$ cat src/verilog/board_ctrl_pkg.sv
package board_ctrl_pkg;

	// ----------------------------------------
	// register offsets
	// ----------------------------------------
	localparam logic [7:0] PERIPH_RESET_OFFSET  = 8'h39;
	localparam logic [7:0] MGMT_ENABLE_OFFSET   = 8'h3A;
	localparam logic [7:0] GENERAL_ENABLE_OFFSET = 8'h3B;
	localparam logic [7:0] ASIC_LED_OFFSET      = 8'h3C;
	localparam logic [7:0] TEST_LED_OFFSET      = 8'h3D;
	localparam logic [7:0] SYS_LED_ONE_OFFSET   = 8'h3E;
	localparam logic [7:0] SYS_LED_TWO_OFFSET   = 8'h3F;
	localparam logic [7:0] TOP_TEST_LOW_OFFSET  = 8'h40;
	localparam logic [7:0] TOP_TEST_HIGH_OFFSET = 8'h41;
	localparam logic [7:0] BOT_TEST_LOW_OFFSET  = 8'h42;
	localparam logic [7:0] BOT_TEST_HIGH_OFFSET = 8'h43;
	localparam logic [7:0] ZERO_SWAP_LOW_OFFSET = 8'h44;
	localparam logic [7:0] ZERO_SWAP_HIGH_OFFSET = 8'h45;
	localparam logic [7:0] ONE_SWAP_LOW_OFFSET  = 8'h46;
	localparam logic [7:0] ONE_SWAP_HIGH_OFFSET = 8'h47;
	localparam logic [7:0] BUTTON_TOGGLE_OFFSET = 8'h48;
	localparam logic [7:0] STREAM_ORDER_OFFSET  = 8'h49;

	// ----------------------------------------
	// reset values
	// ----------------------------------------
	localparam logic [7:0] PERIPH_RESET_INIT   = 8'hFF;
	localparam logic [7:0] MGMT_ENABLE_INIT    = 8'h80;
	localparam logic [7:0] GENERAL_ENABLE_INIT = 8'h8F;
	localparam logic [7:0] ASIC_LED_INIT       = 8'hE0;
	localparam logic [7:0] TEST_LED_INIT       = 8'hE0;
	localparam logic [7:0] SYS_LED_INIT        = 8'hFE;
	localparam logic [7:0] ZERO_INIT           = 8'h00;

	// ----------------------------------------
	// field positions
	// ----------------------------------------
	localparam int PERIPH_OUT_BITS     = 8;
	localparam int MGMT_REQ_BITS       = 5;
	localparam int MGMT_WDOG_LSB       = 5;
	localparam int MGMT_WDOG_BITS      = 2;
	localparam int BUTTON_BITS         = 3;
	localparam int PCIE_PROP_BIT       = 3;
	localparam int ASIC_PWR_BIT        = 4;
	localparam int HOST_PWR_BIT        = 5;
	localparam int LED_CLEAR_BIT       = 0;
	localparam int LED_ON_BIT          = 1;
	localparam int ALT_FORMAT_BIT      = 2;
	localparam int WALK_TEST_BIT       = 3;
	localparam int TEST_SEL_LSB        = 4;
	localparam int TEST_BLINK_BIT      = 6;
	localparam int TEST_MODE_BIT       = 7;
	localparam int TEST_NUM_BITS       = 5;
	localparam int TEST_GREEN_BIT      = 5;
	localparam int TEST_BLUE_BIT       = 6;
	localparam int TEST_RED_BIT        = 7;
	localparam int SYS_RED_BIT         = 0;
	localparam int SYS_GREEN_BIT       = 1;
	localparam int SYS_BLUE_BIT        = 2;
	localparam int SYS_BLINK_BIT       = 3;
	localparam int TOGGLE_BIT          = 0;
	localparam int ORDER_BIT           = 0;
	localparam int SWAP_BITS           = 16;

	// ----------------------------------------
	// led test selection
	// ----------------------------------------
	typedef enum logic [1:0] {
		SINGLE_STREAM_ZERO = 2'b00,
		SINGLE_STREAM_ONE  = 2'b01,
		ALL_STREAM_ZERO    = 2'b10,
		ALL_STREAM_ONE     = 2'b11
	} led_test_sel_type;

endpackage : board_ctrl_pkg

$ cat src/verilog/reg_port_if.sv
`timescale 1ns/1ps
interface reg_port_if;
	logic [7:0] addr;
	logic [7:0] wdata;
	logic       wr;
	logic       rd;
	logic [7:0] rdata;

	modport master (output addr, output wdata, output wr, output rd, input rdata);
	modport slave  (input addr, input wdata, input wr, input rd, output rdata);
endinterface : reg_port_if

$ cat src/verilog/board_reset_led_ctrl_regs.sv
// How it works
// RQ1: bits 0-5 of peripheral reset register drive six active-low device resets, reset high.
// RQ2: bits 6-7 drive reserved spi-bridge and pll active-low resets, reset high.
// RQ3: management reset gates bits 0-4 pass main and requests one-four; reset blocked.
// RQ4: bits 5-6 gate management watchdog requests, reset zero; bit 7 reserved, reset one.
// RQ5: general enable bits 0-2 gate front, board and vendor button requests; reset on.
// RQ6: bit 3 set lets host pcie reset propagate to asic pcie reset.
// RQ7: bits 4 and 5 permit management power control of asic and host; reset off.
// RQ8: led control bit 0 clears both streams, bit 1 enables them; reset zero.
// RQ9: bit 2 selects the alternate vendor stream format; reset normal.
// RQ10: bit 3 runs the led walk test; reset disabled.
// RQ11: bits 5:4 select single or all led test on stream zero or one.
// RQ12: bit 7 enables port led test mode, bit 6 makes it blink; reset one.
// RQ13: five-bit test number picks one of 32 leds in a stream; reset zero.
// RQ14: test green, blue and red lit only when bits 5, 6, 7 set.
// RQ15: system led one red, green, blue from bits 0-2, blink bit 3.
// RQ16: system led two red, green, blue from bits 0-2, blink bit 3.
// RQ17: two 16-bit swap masks, low and high bytes at consecutive offsets; reset zero.
// RQ18: writing one to toggle bit 0 flips the led selection state; write-only.
// RQ19: order bit 0 low sends upper port first, high sends lower port first.
// RQ20: software should set the order bit so the lower port goes first.
// RQ21: each active-low reset output follows its register bit until rewritten.
// RQ22: each enable bit is ANDed with its request before reset generation.
//
// Decided for this implementation: the plain strobed port.
`timescale 1ns/1ps
module board_reset_led_ctrl_regs
	import board_ctrl_pkg::*;
(
	input  wire logic        sys_clk_in,
	input  wire logic        rst_in,
	input  wire logic [7:0]  reg_addr_in,
	input  wire logic [7:0]  reg_wdata_in,
	input  wire logic        reg_wr_in,
	input  wire logic        reg_rd_in,
	output logic [7:0]       reg_rdata_out,
	input  wire logic [4:0]  mgmt_reset_req_in,
	input  wire logic [1:0]  mgmt_watchdog_req_in,
	input  wire logic [2:0]  button_reset_req_in,
	input  wire logic        host_pcie_reset_in,
	input  wire logic        mgmt_asic_power_req_in,
	input  wire logic        mgmt_host_power_req_in,
	output logic             fan_card_reset_n_out,
	output logic             usb_i2c_bridge_reset_n_out,
	output logic             usb_hub_reset_n_out,
	output logic             mgmt_switch_reset_n_out,
	output logic             front_phy_reset_n_out,
	output logic             onboard_phy_reset_n_out,
	output logic             usb_spi_bridge_reset_n_out,
	output logic             pll_reset_n_out,
	output logic [4:0]       mgmt_reset_gated_out,
	output logic [1:0]       mgmt_watchdog_gated_out,
	output logic [2:0]       button_reset_gated_out,
	output logic             asic_pcie_reset_out,
	output logic             mgmt_asic_power_out,
	output logic             mgmt_host_power_out,
	output logic             asic_led_stream_clear_out,
	output logic             asic_led_stream_on_out,
	output logic             alt_stream_format_on_out,
	output logic             walk_test_on_out,
	output logic             port_test_mode_out,
	output logic             port_test_blink_out,
	output logic             stream_zero_test_out,
	output logic             stream_one_test_out,
	output logic             single_led_test_out,
	output logic [4:0]       test_led_num_out,
	output logic [2:0]       test_rgb_out,
	output logic [2:0]       sys_led_one_rgb_out,
	output logic             sys_led_one_blink_out,
	output logic [2:0]       sys_led_two_rgb_out,
	output logic             sys_led_two_blink_out,
	output logic [23:0]      led_test_pattern_out,
	output logic [15:0]      stream_zero_swap_mask_out,
	output logic [15:0]      stream_one_swap_mask_out,
	output logic             led_button_state_out,
	output logic             lower_port_first_out
);

	// ----------------------------------------
	// register storage
	// ----------------------------------------
	logic [7:0] peripheral_reset_ctrl_reg;
	logic [7:0] mgmt_reset_enable_reg;
	logic [7:0] general_reset_enable_reg;
	logic [7:0] asic_led_ctrl_reg;
	logic [7:0] test_led_select_reg;
	logic [7:0] system_led_one_reg;
	logic [7:0] system_led_two_reg;
	logic [7:0] top_led_test_low_reg;
	logic [7:0] top_led_test_high_reg;
	logic [7:0] bottom_led_test_low_reg;
	logic [7:0] bottom_led_test_high_reg;
	logic [7:0] stream_zero_swap_low_reg;
	logic [7:0] stream_zero_swap_high_reg;
	logic [7:0] stream_one_swap_low_reg;
	logic [7:0] stream_one_swap_high_reg;
	logic       led_button_state_reg;
	logic       led_stream_order_reg;
	logic [7:0] read_next;

	reg_port_if bus ();

	assign bus.addr  = reg_addr_in;
	assign bus.wdata = reg_wdata_in;
	assign bus.wr    = reg_wr_in;
	assign bus.rd    = reg_rd_in;

	function automatic logic wr_hit(input logic wr, input logic [7:0] a, input logic [7:0] off);
		wr_hit = wr && (a == off);
	endfunction : wr_hit

	// ----------------------------------------
	// reset and enable registers
	// ----------------------------------------
	always_ff @(posedge sys_clk_in) begin
		if (rst_in) begin
			peripheral_reset_ctrl_reg <= PERIPH_RESET_INIT; // RQ1
			mgmt_reset_enable_reg     <= MGMT_ENABLE_INIT; // RQ3
			general_reset_enable_reg  <= GENERAL_ENABLE_INIT; // RQ5
		end else begin
			if (wr_hit(bus.wr, bus.addr, PERIPH_RESET_OFFSET)) begin
				peripheral_reset_ctrl_reg <= bus.wdata; // RQ21
			end
			if (wr_hit(bus.wr, bus.addr, MGMT_ENABLE_OFFSET)) begin
				mgmt_reset_enable_reg <= bus.wdata; // RQ4
			end
			if (wr_hit(bus.wr, bus.addr, GENERAL_ENABLE_OFFSET)) begin
				general_reset_enable_reg <= bus.wdata;
			end
		end
	end

	// ----------------------------------------
	// led control registers
	// ----------------------------------------
	always_ff @(posedge sys_clk_in) begin
		if (rst_in) begin
			asic_led_ctrl_reg   <= ASIC_LED_INIT; // RQ12
			test_led_select_reg <= TEST_LED_INIT; // RQ14
			system_led_one_reg  <= SYS_LED_INIT; // RQ15
			system_led_two_reg  <= SYS_LED_INIT; // RQ16
		end else begin
			if (wr_hit(bus.wr, bus.addr, ASIC_LED_OFFSET)) begin
				asic_led_ctrl_reg <= bus.wdata;
			end
			if (wr_hit(bus.wr, bus.addr, TEST_LED_OFFSET)) begin
				test_led_select_reg <= bus.wdata;
			end
			if (wr_hit(bus.wr, bus.addr, SYS_LED_ONE_OFFSET)) begin
				system_led_one_reg <= bus.wdata;
			end
			if (wr_hit(bus.wr, bus.addr, SYS_LED_TWO_OFFSET)) begin
				system_led_two_reg <= bus.wdata;
			end
		end
	end

	// ----------------------------------------
	// led test pattern and swap registers
	// ----------------------------------------
	always_ff @(posedge sys_clk_in) begin
		if (rst_in) begin
			top_led_test_low_reg      <= ZERO_INIT;
			top_led_test_high_reg     <= ZERO_INIT;
			bottom_led_test_low_reg   <= ZERO_INIT;
			bottom_led_test_high_reg  <= ZERO_INIT;
			stream_zero_swap_low_reg  <= ZERO_INIT; // RQ17
			stream_zero_swap_high_reg <= ZERO_INIT;
			stream_one_swap_low_reg   <= ZERO_INIT;
			stream_one_swap_high_reg  <= ZERO_INIT;
		end else begin
			if (wr_hit(bus.wr, bus.addr, TOP_TEST_LOW_OFFSET)) begin
				top_led_test_low_reg <= bus.wdata;
			end
			if (wr_hit(bus.wr, bus.addr, TOP_TEST_HIGH_OFFSET)) begin
				top_led_test_high_reg <= bus.wdata;
			end
			if (wr_hit(bus.wr, bus.addr, BOT_TEST_LOW_OFFSET)) begin
				bottom_led_test_low_reg <= bus.wdata;
			end
			if (wr_hit(bus.wr, bus.addr, BOT_TEST_HIGH_OFFSET)) begin
				bottom_led_test_high_reg <= bus.wdata;
			end
			if (wr_hit(bus.wr, bus.addr, ZERO_SWAP_LOW_OFFSET)) begin
				stream_zero_swap_low_reg <= bus.wdata; // RQ17
			end
			if (wr_hit(bus.wr, bus.addr, ZERO_SWAP_HIGH_OFFSET)) begin
				stream_zero_swap_high_reg <= bus.wdata; // RQ17
			end
			if (wr_hit(bus.wr, bus.addr, ONE_SWAP_LOW_OFFSET)) begin
				stream_one_swap_low_reg <= bus.wdata; // RQ17
			end
			if (wr_hit(bus.wr, bus.addr, ONE_SWAP_HIGH_OFFSET)) begin
				stream_one_swap_high_reg <= bus.wdata; // RQ17
			end
		end
	end

	// ----------------------------------------
	// button toggle and stream order
	// ----------------------------------------
	always_ff @(posedge sys_clk_in) begin
		if (rst_in) begin
			led_button_state_reg <= 1'b0;
			led_stream_order_reg <= 1'b0;
		end else begin
			if (wr_hit(bus.wr, bus.addr, BUTTON_TOGGLE_OFFSET) && bus.wdata[TOGGLE_BIT]) begin
				led_button_state_reg <= ~led_button_state_reg; // RQ18
			end
			if (wr_hit(bus.wr, bus.addr, STREAM_ORDER_OFFSET)) begin
				led_stream_order_reg <= bus.wdata[ORDER_BIT]; // RQ19
			end
		end
	end

	// ----------------------------------------
	// read path
	// ----------------------------------------
	always_comb begin
		unique case (bus.addr)
			PERIPH_RESET_OFFSET:   read_next = peripheral_reset_ctrl_reg;
			MGMT_ENABLE_OFFSET:    read_next = mgmt_reset_enable_reg;
			GENERAL_ENABLE_OFFSET: read_next = general_reset_enable_reg;
			ASIC_LED_OFFSET:       read_next = asic_led_ctrl_reg;
			TEST_LED_OFFSET:       read_next = test_led_select_reg;
			SYS_LED_ONE_OFFSET:    read_next = system_led_one_reg;
			SYS_LED_TWO_OFFSET:    read_next = system_led_two_reg;
			TOP_TEST_LOW_OFFSET:   read_next = top_led_test_low_reg;
			TOP_TEST_HIGH_OFFSET:  read_next = top_led_test_high_reg;
			BOT_TEST_LOW_OFFSET:   read_next = bottom_led_test_low_reg;
			BOT_TEST_HIGH_OFFSET:  read_next = bottom_led_test_high_reg;
			ZERO_SWAP_LOW_OFFSET:  read_next = stream_zero_swap_low_reg;
			ZERO_SWAP_HIGH_OFFSET: read_next = stream_zero_swap_high_reg;
			ONE_SWAP_LOW_OFFSET:   read_next = stream_one_swap_low_reg;
			ONE_SWAP_HIGH_OFFSET:  read_next = stream_one_swap_high_reg;
			// toggle bit is write-only and reads zero
			BUTTON_TOGGLE_OFFSET:  read_next = ZERO_INIT;
			STREAM_ORDER_OFFSET:   read_next = {7'h00, led_stream_order_reg};
			default:               read_next = ZERO_INIT;
		endcase
	end

	always_ff @(posedge sys_clk_in) begin
		if (rst_in) begin
			bus.rdata <= ZERO_INIT;
		end else if (bus.rd) begin
			bus.rdata <= read_next;
		end else begin
			bus.rdata <= ZERO_INIT;
		end
	end

	assign reg_rdata_out = bus.rdata;

	// ----------------------------------------
	// reset outputs and request gating
	// ----------------------------------------
	assign fan_card_reset_n_out       = peripheral_reset_ctrl_reg[0]; // RQ1
	assign usb_i2c_bridge_reset_n_out = peripheral_reset_ctrl_reg[1]; // RQ1
	assign usb_hub_reset_n_out        = peripheral_reset_ctrl_reg[2]; // RQ1
	assign mgmt_switch_reset_n_out    = peripheral_reset_ctrl_reg[3]; // RQ1
	assign front_phy_reset_n_out      = peripheral_reset_ctrl_reg[4]; // RQ1
	assign onboard_phy_reset_n_out    = peripheral_reset_ctrl_reg[5]; // RQ1
	assign usb_spi_bridge_reset_n_out = peripheral_reset_ctrl_reg[6]; // RQ2
	assign pll_reset_n_out            = peripheral_reset_ctrl_reg[7]; // RQ2

	assign mgmt_reset_gated_out = mgmt_reset_req_in
		& mgmt_reset_enable_reg[MGMT_REQ_BITS-1:0]; // RQ3
	assign mgmt_watchdog_gated_out = mgmt_watchdog_req_in
		& mgmt_reset_enable_reg[MGMT_WDOG_LSB +: MGMT_WDOG_BITS]; // RQ22
	assign button_reset_gated_out = button_reset_req_in
		& general_reset_enable_reg[BUTTON_BITS-1:0]; // RQ5
	assign asic_pcie_reset_out = host_pcie_reset_in
		& general_reset_enable_reg[PCIE_PROP_BIT]; // RQ6
	assign mgmt_asic_power_out = mgmt_asic_power_req_in
		& general_reset_enable_reg[ASIC_PWR_BIT]; // RQ7
	assign mgmt_host_power_out = mgmt_host_power_req_in
		& general_reset_enable_reg[HOST_PWR_BIT]; // RQ7

	// ----------------------------------------
	// led outputs
	// ----------------------------------------
	assign asic_led_stream_clear_out = asic_led_ctrl_reg[LED_CLEAR_BIT]; // RQ8
	assign asic_led_stream_on_out    = asic_led_ctrl_reg[LED_ON_BIT]; // RQ8
	assign alt_stream_format_on_out  = asic_led_ctrl_reg[ALT_FORMAT_BIT]; // RQ9
	assign walk_test_on_out          = asic_led_ctrl_reg[WALK_TEST_BIT]; // RQ10
	assign port_test_mode_out        = asic_led_ctrl_reg[TEST_MODE_BIT]; // RQ12
	assign port_test_blink_out       = asic_led_ctrl_reg[TEST_BLINK_BIT]; // RQ12

	test_led_decode i_test_led_decode (
		.asic_led_in          (asic_led_ctrl_reg),
		.test_led_in          (test_led_select_reg),
		.stream_zero_test_out (stream_zero_test_out),
		.stream_one_test_out  (stream_one_test_out),
		.single_led_out       (single_led_test_out),
		.test_led_num_out     (test_led_num_out),
		.test_rgb_out         (test_rgb_out)
	);

	assign sys_led_one_rgb_out = {system_led_one_reg[SYS_RED_BIT],
		system_led_one_reg[SYS_GREEN_BIT], system_led_one_reg[SYS_BLUE_BIT]}; // RQ15
	assign sys_led_one_blink_out = system_led_one_reg[SYS_BLINK_BIT]; // RQ15
	assign sys_led_two_rgb_out = {system_led_two_reg[SYS_RED_BIT],
		system_led_two_reg[SYS_GREEN_BIT], system_led_two_reg[SYS_BLUE_BIT]}; // RQ16
	assign sys_led_two_blink_out = system_led_two_reg[SYS_BLINK_BIT]; // RQ16

	// raw colour fields: lowest six bits of each pattern register, enables not exported
	assign led_test_pattern_out = {bottom_led_test_high_reg[5:0], bottom_led_test_low_reg[5:0],
		top_led_test_high_reg[5:0], top_led_test_low_reg[5:0]};

	assign stream_zero_swap_mask_out = {stream_zero_swap_high_reg,
		stream_zero_swap_low_reg}; // RQ17
	assign stream_one_swap_mask_out = {stream_one_swap_high_reg,
		stream_one_swap_low_reg}; // RQ17
	assign led_button_state_out = led_button_state_reg; // RQ18
	assign lower_port_first_out = led_stream_order_reg; // RQ19

endmodule : board_reset_led_ctrl_regs

$ cat src/verilog/test_led_decode.sv
`timescale 1ns/1ps
module test_led_decode
	import board_ctrl_pkg::*;
(
	input  wire logic [7:0] asic_led_in,
	input  wire logic [7:0] test_led_in,
	output logic            stream_zero_test_out,
	output logic            stream_one_test_out,
	output logic            single_led_out,
	output logic [4:0]      test_led_num_out,
	output logic [2:0]      test_rgb_out
);
	led_test_sel_type sel;

	// ----------------------------------------
	// test selection decode
	// ----------------------------------------
	always_comb begin
		sel = led_test_sel_type'(asic_led_in[TEST_SEL_LSB +: 2]);
		stream_zero_test_out = 1'b0;
		stream_one_test_out  = 1'b0;
		single_led_out       = 1'b0;
		unique case (sel) // RQ11
			SINGLE_STREAM_ZERO: begin
				stream_zero_test_out = 1'b1;
				single_led_out       = 1'b1;
			end
			SINGLE_STREAM_ONE: begin
				stream_one_test_out = 1'b1;
				single_led_out      = 1'b1;
			end
			ALL_STREAM_ZERO: begin
				stream_zero_test_out = 1'b1;
			end
			ALL_STREAM_ONE: begin
				stream_one_test_out = 1'b1;
			end
		endcase
	end

	assign test_led_num_out = test_led_in[TEST_NUM_BITS-1:0]; // RQ13
	// rgb order red, green, blue
	assign test_rgb_out = {test_led_in[TEST_RED_BIT], test_led_in[TEST_GREEN_BIT],
		test_led_in[TEST_BLUE_BIT]}; // RQ14

endmodule : test_led_decode
$ cat config.mk
export PLATFORM = sky130hd
export DESIGN_NAME = board_reset_led_ctrl_regs
export DESIGN_NICKNAME = d
export VERILOG_FILES = /design/src/verilog/board_ctrl_pkg.sv /design/src/verilog/reg_port_if.sv /design/src/verilog/board_reset_led_ctrl_regs.sv /design/src/verilog/test_led_decode.sv
export SDC_FILE = /design/constraint.sdc
export NUM_CORES = 1
export LEC_CHECK = 0
export CAP_MARGIN = 30
export CORE_MARGIN = 2
export CORE_UTILIZATION = 40
export CTS_CLUSTER_DIAMETER = 200
export DETAILED_ROUTE_END_ITERATION = 10
export DONT_BUFFER_PORTS = 1
export GPL_TIMING_DRIVEN = 0
export SLEW_MARGIN = 5
export SYNTH_ARGS = -nofsm -noshare
export SYNTH_HDL_FRONTEND = slang
export SYNTH_SLANG_ARGS = --single-unit
$ cat constraint.sdc
create_clock -name sys_clk_in -period 2.4 [get_ports sys_clk_in]
set_input_delay 0.36 -clock sys_clk_in [delete_from_list [all_inputs] [get_ports sys_clk_in]]
set_output_delay 0.36 -clock sys_clk_in [all_outputs]
set_load 0.005 [all_outputs]
; Yosys cells after proc, flatten, opt, wreduce, memory -nomap -nowiden
; Index checks and enable logic that the tools add are counted.
; Widths: inputs -> output; s select.
[word_totals]
regBits = 130
input_bits = 33
[op_classes]
bitwise = 8
n_mux = 4
n_reduce_logical = 23
n_eq_ne = 20
[ops]
columns = cell, count
row1 = $pmux 8 s16, 1
row2 = $eq 8x7->1 const B, 10
row3 = $eq 8x6->1 const B, 7
row4 = $logic_and 1x1->1, 18
row5 = $reduce_or 2->1, 4
row6 = $and 5x5->5, 1
row7 = $eq 2x2->1 const B, 2
row8 = $and 1x1->1, 3
row9 = $and 3x3->3, 1
row10 = $mux 1, 3
row11 = $and 2x2->2, 1
row12 = $eq 2x1->1 const B, 1
row13 = $logic_not 2->1, 1
row14 = $not 1->1, 2

; Logic depth before layout (Yosys ltp)
[logic_depth]
word_depth = 3
ltp_mapped = 8

; Hierarchy
; Synthesis repeated with hierarchy kept, for this count alone.
[hier_totals]
hier_cells = 676
hier_area_um2 = 6294.8
[modules_own_cells]
columns = module, instances, seq_area_each_um2, area_each_um2, cells_each
row1 = board_reset_led_ctrl_regs, 1, 2602.5, 6223.5, 665
row2 = test_led_decode, 1, 0.0, 71.3, 11

; Least setup slack after synthesis
; Ideal clock, no wire load.
[synth_path]
kind = input port to flip-flop
from = input reg_addr_in[4]
to = register bottom_led_test_high_reg[0]
setup_slack_ps = 251
cell_stages = 8
t_required_ps = 2272
setup_ps = 128
arrival_ps = 2022
cell_sequence = or4b_1 -> buf_2 -> or3_1 -> buf_2 -> or2_1 -> buf_6 -> mux2i_1 -> nor2_1
[synth_via]
elab_chain_cells = 2
[synth_rtl]
columns = item, line
row1 = start: declaration, board_reset_led_ctrl_regs.sv:32  ; input wire logic [7:0] reg_addr_in,
row2 = $eq 8x7->1, board_reset_led_ctrl_regs.sv:109  ; wr_hit = wr && (a == off);
row3 = $logic_and 1x1->1, board_reset_led_ctrl_regs.sv:109
row4 = end signal: assignment, board_reset_led_ctrl_regs.sv:182  ; bottom_led_test_high_reg <= bus.wdata;
row5 = end: declaration, board_reset_led_ctrl_regs.sv:92  ; logic [7:0] bottom_led_test_high_reg;
; Every way passes these cells.
; A chain may end at the register's enable or synchronous reset.

; Worst setup path in the final report
[layout_path]
from = input reg_addr_in[1]
to = register bus.rdata[7] (netlist: reg_rdata_out[7])
[layout_via]
elab_chain_cells = 2
elab_cells_between_ends = 17
classes_between = eq/ne (16) / mux (1)
[layout_rtl]
columns = item, line
row1 = $eq 8x7->1 or $eq 8x6->1 (tied branches), board_reset_led_ctrl_regs.sv:220  ; unique case (bus.addr)
row2 = $pmux 8 s16 (*), board_reset_led_ctrl_regs.sv:220
row3 = end signal: assignment, board_reset_led_ctrl_regs.sv:247  ; bus.rdata <= read_next;
row4 = end: declaration, reg_port_if.sv:7  ; logic [7:0] rdata;
; Every way passes the cells marked *; elsewhere a longest branch is shown, timed or not.

==> results.json <==
{
  "status": "finished, final reports clean",
  "holdPathEnd": "general_reset_enable_reg[7]$_SDFFE_PP1P_",
  "grt_max_degree": 17,
  "dieArea_sq_um": 16300,
  "fmax_ghz": 0.421,
  "numCtsBuffers": 17,
  "antenna_found_initial": 0,
  "cp_common_cell": "buf_2",
  "syn_inst": 708,
  "min_path_type": "input port to flip-flop",
  "required_ps": 2640,
  "hp-start": "reg_wdata_in[7]",
  "cap_violations": 0,
  "hold_buffers": 0,
  "seq_area_sq_um": 2600,
  "synth_top_area_share_pct": 42.6,
  "cts-root-buf": "clkbuf_16",
  "initialDrtViolationCount": 575,
  "arrival_ps": 2610,
  "layout_min_cycle_time_ps": 2380,
  "viasPerCell": 5.97,
  "end_kind": "flip-flop",
  "fill_cells": 1465,
  "worst-slew-pin-transition_ps": 806,
  "p_leak_uw": 0.00258,
  "synth_simple_gate_area_share_pct": 22.3,
  "grt_setup_unrepaired": "false",
  "synth_area_per_cell_sq_um": 8.62,
  "path_class": "input port to flip-flop",
  "grt_pass1_wl_um": 32600,
  "synth-seq-area-share_pct": 42.6,
  "multi_input_area_sq_um": 3030,
  "slowest_stage": "a2111oi_0",
  "gp_congestion": 0.911,
  "synth_area_leaders": "dfxtp_1 43%, mux2i_1 10%, nand2_1 6.9%, nor2_1 4.1%, buf_4 3.7%",
  "final_cell_mix": "130 x dfxtp_1, 112 x nand2_1, 66 x nor2_1, 64 x mux2i_1, 47 x clkbuf_1",
  "timing.rr.start": "test_led_select_reg[7]$_SDFFE_PP1P_",
  "die_h_um": 128,
  "synth_mux_area_share_pct": 13.8,
  "cts_buffer_depth": 2,
  "numClockSinks": 130,
  "finalCritPeriodShare_pct": 99.1,
  "powerDensity_nw_per_um2": 683,
  "r2r_slack_ps": 450,
  "yosys.area.top_type": "dfxtp_1",
  "synth_top_family_by_area": "simple AND/OR/NAND/NOR gates",
  "path_cells": "buf_2 -> clkbuf_1 -> buf_2 -> o32ai_1 -> a2111oi_0 -> a41oi_1",
  "nets": 760,
  "critical-path-top-delay-family": "buffers and inverters",
  "clk_latency_ps": 420,
  "drc": 0,
  "relSlewSlack_pct": 46.1,
  "ys_warn_count": 0,
  "setup_violations": 0,
  "insertedDiodeCount": 0,
  "async_flop_share_pct": 0,
  "rows": 45,
  "cts.htree.levels": 4,
  "synth_cell_types": 46,
  "ios": 145,
  "cts_tree": "yes",
  "cts_resized": 1,
  "dpl.hpwl_um": 16200,
  "drt-total-wl_um": 22100,
  "initial_core_util_pct": 40.6,
  "drt_pass1_iterations": 5,
  "ir_drop_uv": 474,
  "clkSlewWorstSetupHoldPaths_ps": 60,
  "hold_viol_final": 0,
  "via_count": 5542,
  "ys_ff_latch": 130,
  "gr-usage-all-layers_pct": 27.1,
  "syn_nets": 741,
  "drive_gt1_share_pct": 11.6,
  "utilization_pct": 45.6,
  "overflow": 0,
  "synth-edff-count": 0,
  "postRouteAntennaNets": 0,
  "crit_fanout": 10,
  "cpPeakStageDelay_ps": 550,
  "coreArea_sq_um": 15000,
  "synth-compound-area-share_pct": 13.5,
  "mostFrequentLayoutCell": "dfxtp_1",
  "worst_r2r_path_depth": 5,
  "r2r_end": "reg_rdata_out[7]$_SDFF_PP0_",
  "fin_skew_ps": 7.60,
  "p_total_uw": 4680,
  "io_buffers": 0,
  "post_cts_buffers": 0,
  "finalMaxSlewViolations": 0,
  "syn_area_sq_um": 6100,
  "synthAdderAreaFrac_pct": 0,
  "grt_pass1_vias": 5315,
  "cp-start-kind": "input port",
  "ys.flop_type": "dfxtp_1",
  "syn_to_final_growth_pct": 12.2,
  "fp.dieW_um": 128,
  "whs_path_depth": 1,
  "synth_xor_area_share_pct": 0,
  "wl_per_cell_um": 23.8,
  "path_buf_inv": 3
}
[worst register-to-register path, delay by kind of cell (launching register included)]
family | cells | cell delay (ps)
AOI/OAI and AO/OA | 4 | 1160
DFF | 1 | 340
muxes | 1 | 280
[synth_stat cells (9+ instances only)]
| cell | n |
|---|---|
| and2_1 | 13 |
| mux2i_1 | 64 |
| nand3_1 | 26 |
| a211o_1 | 19 |
| nor2_1 | 66 |
| buf_4 | 30 |
| dfxtp_1 | 130 |
| nand3b_1 | 16 |
| o21ai_0 | 22 |
| a21oi_1 | 42 |
| nand2_1 | 112 |
| nor2b_1 | 21 |
| buf_2 | 9 |
| clkbuf_1 | 42 |
[power breakdown]
group	leakage [uW]	switching (uW)	internal, uW
clock network	0.000251	956	1310
registers	0.00105	3.26	2160
logic	0.00128	185	59.4
[metrics by stage]
stage                     instance area (sq um)  hold slack, ps  std cells  setup WS (ps)  TNS (ps)
after floorplan                            6100             451        708            251         0
after global placement                     6340             469        896           -557     -5000
after detailed placement                   6340             474        896           -523     -5480
after CTS                                  6850            44.9        928            202         0
after global routing                       6850            51.7        928           24.7         0
final                                      6850            58.2        928           22.3         0
[routing by layer]
metal  up-vias  wire length [um]  GRT usage (%)
li1       2489                 -              -
met1      2699              9170           35.0
met2       301              9940           42.0
met3        53              2320           8.79
met4         0               656           10.7
met5         -                 0              0
[cell families (layout without fill, tap and decap cells)]
group	after synthesis	in the layout
flops	130	130
simple gates	285	285
buf+inv	91	123
mux	77	77
compound gates	125	125
[how the worst max path moves through the flow]
stage | from | to | slack (ps) | cells after the start
finish | reg_addr_in[1] | reg_rdata_out[7]$_SDFF_PP0_ | 20 | 6
CTS | reg_addr_in[0] | reg_rdata_out[5]$_SDFF_PP0_ | 200 | 7
global route | reg_addr_in[7] | system_led_two_reg[6]$_SDFFE_PP1P_ | 20 | 7
detailed placement | reg_addr_in[1] | reg_rdata_out[7]$_SDFF_PP0_ | -520 | 6
floorplan | reg_addr_in[4] | bottom_led_test_high_reg[0]$_SDFFE_PP0P_ | 250 | 8
global placement | reg_addr_in[1] | reg_rdata_out[7]$_SDFF_PP0_ | -560 | 6
[final cells by class]
type | count | share of cell area (%)
inverters | 4 | 0.219
clock inverters | 10 | 0.932
flip-flops and latches | 130 | 38.0
well taps | 188 | 3.44
multi-input cells | 487 | 44.2
plain buffers | 87 | 6.71
clock buffers | 22 | 6.49
No activity file was read; power rests on OpenSTA's default activity.
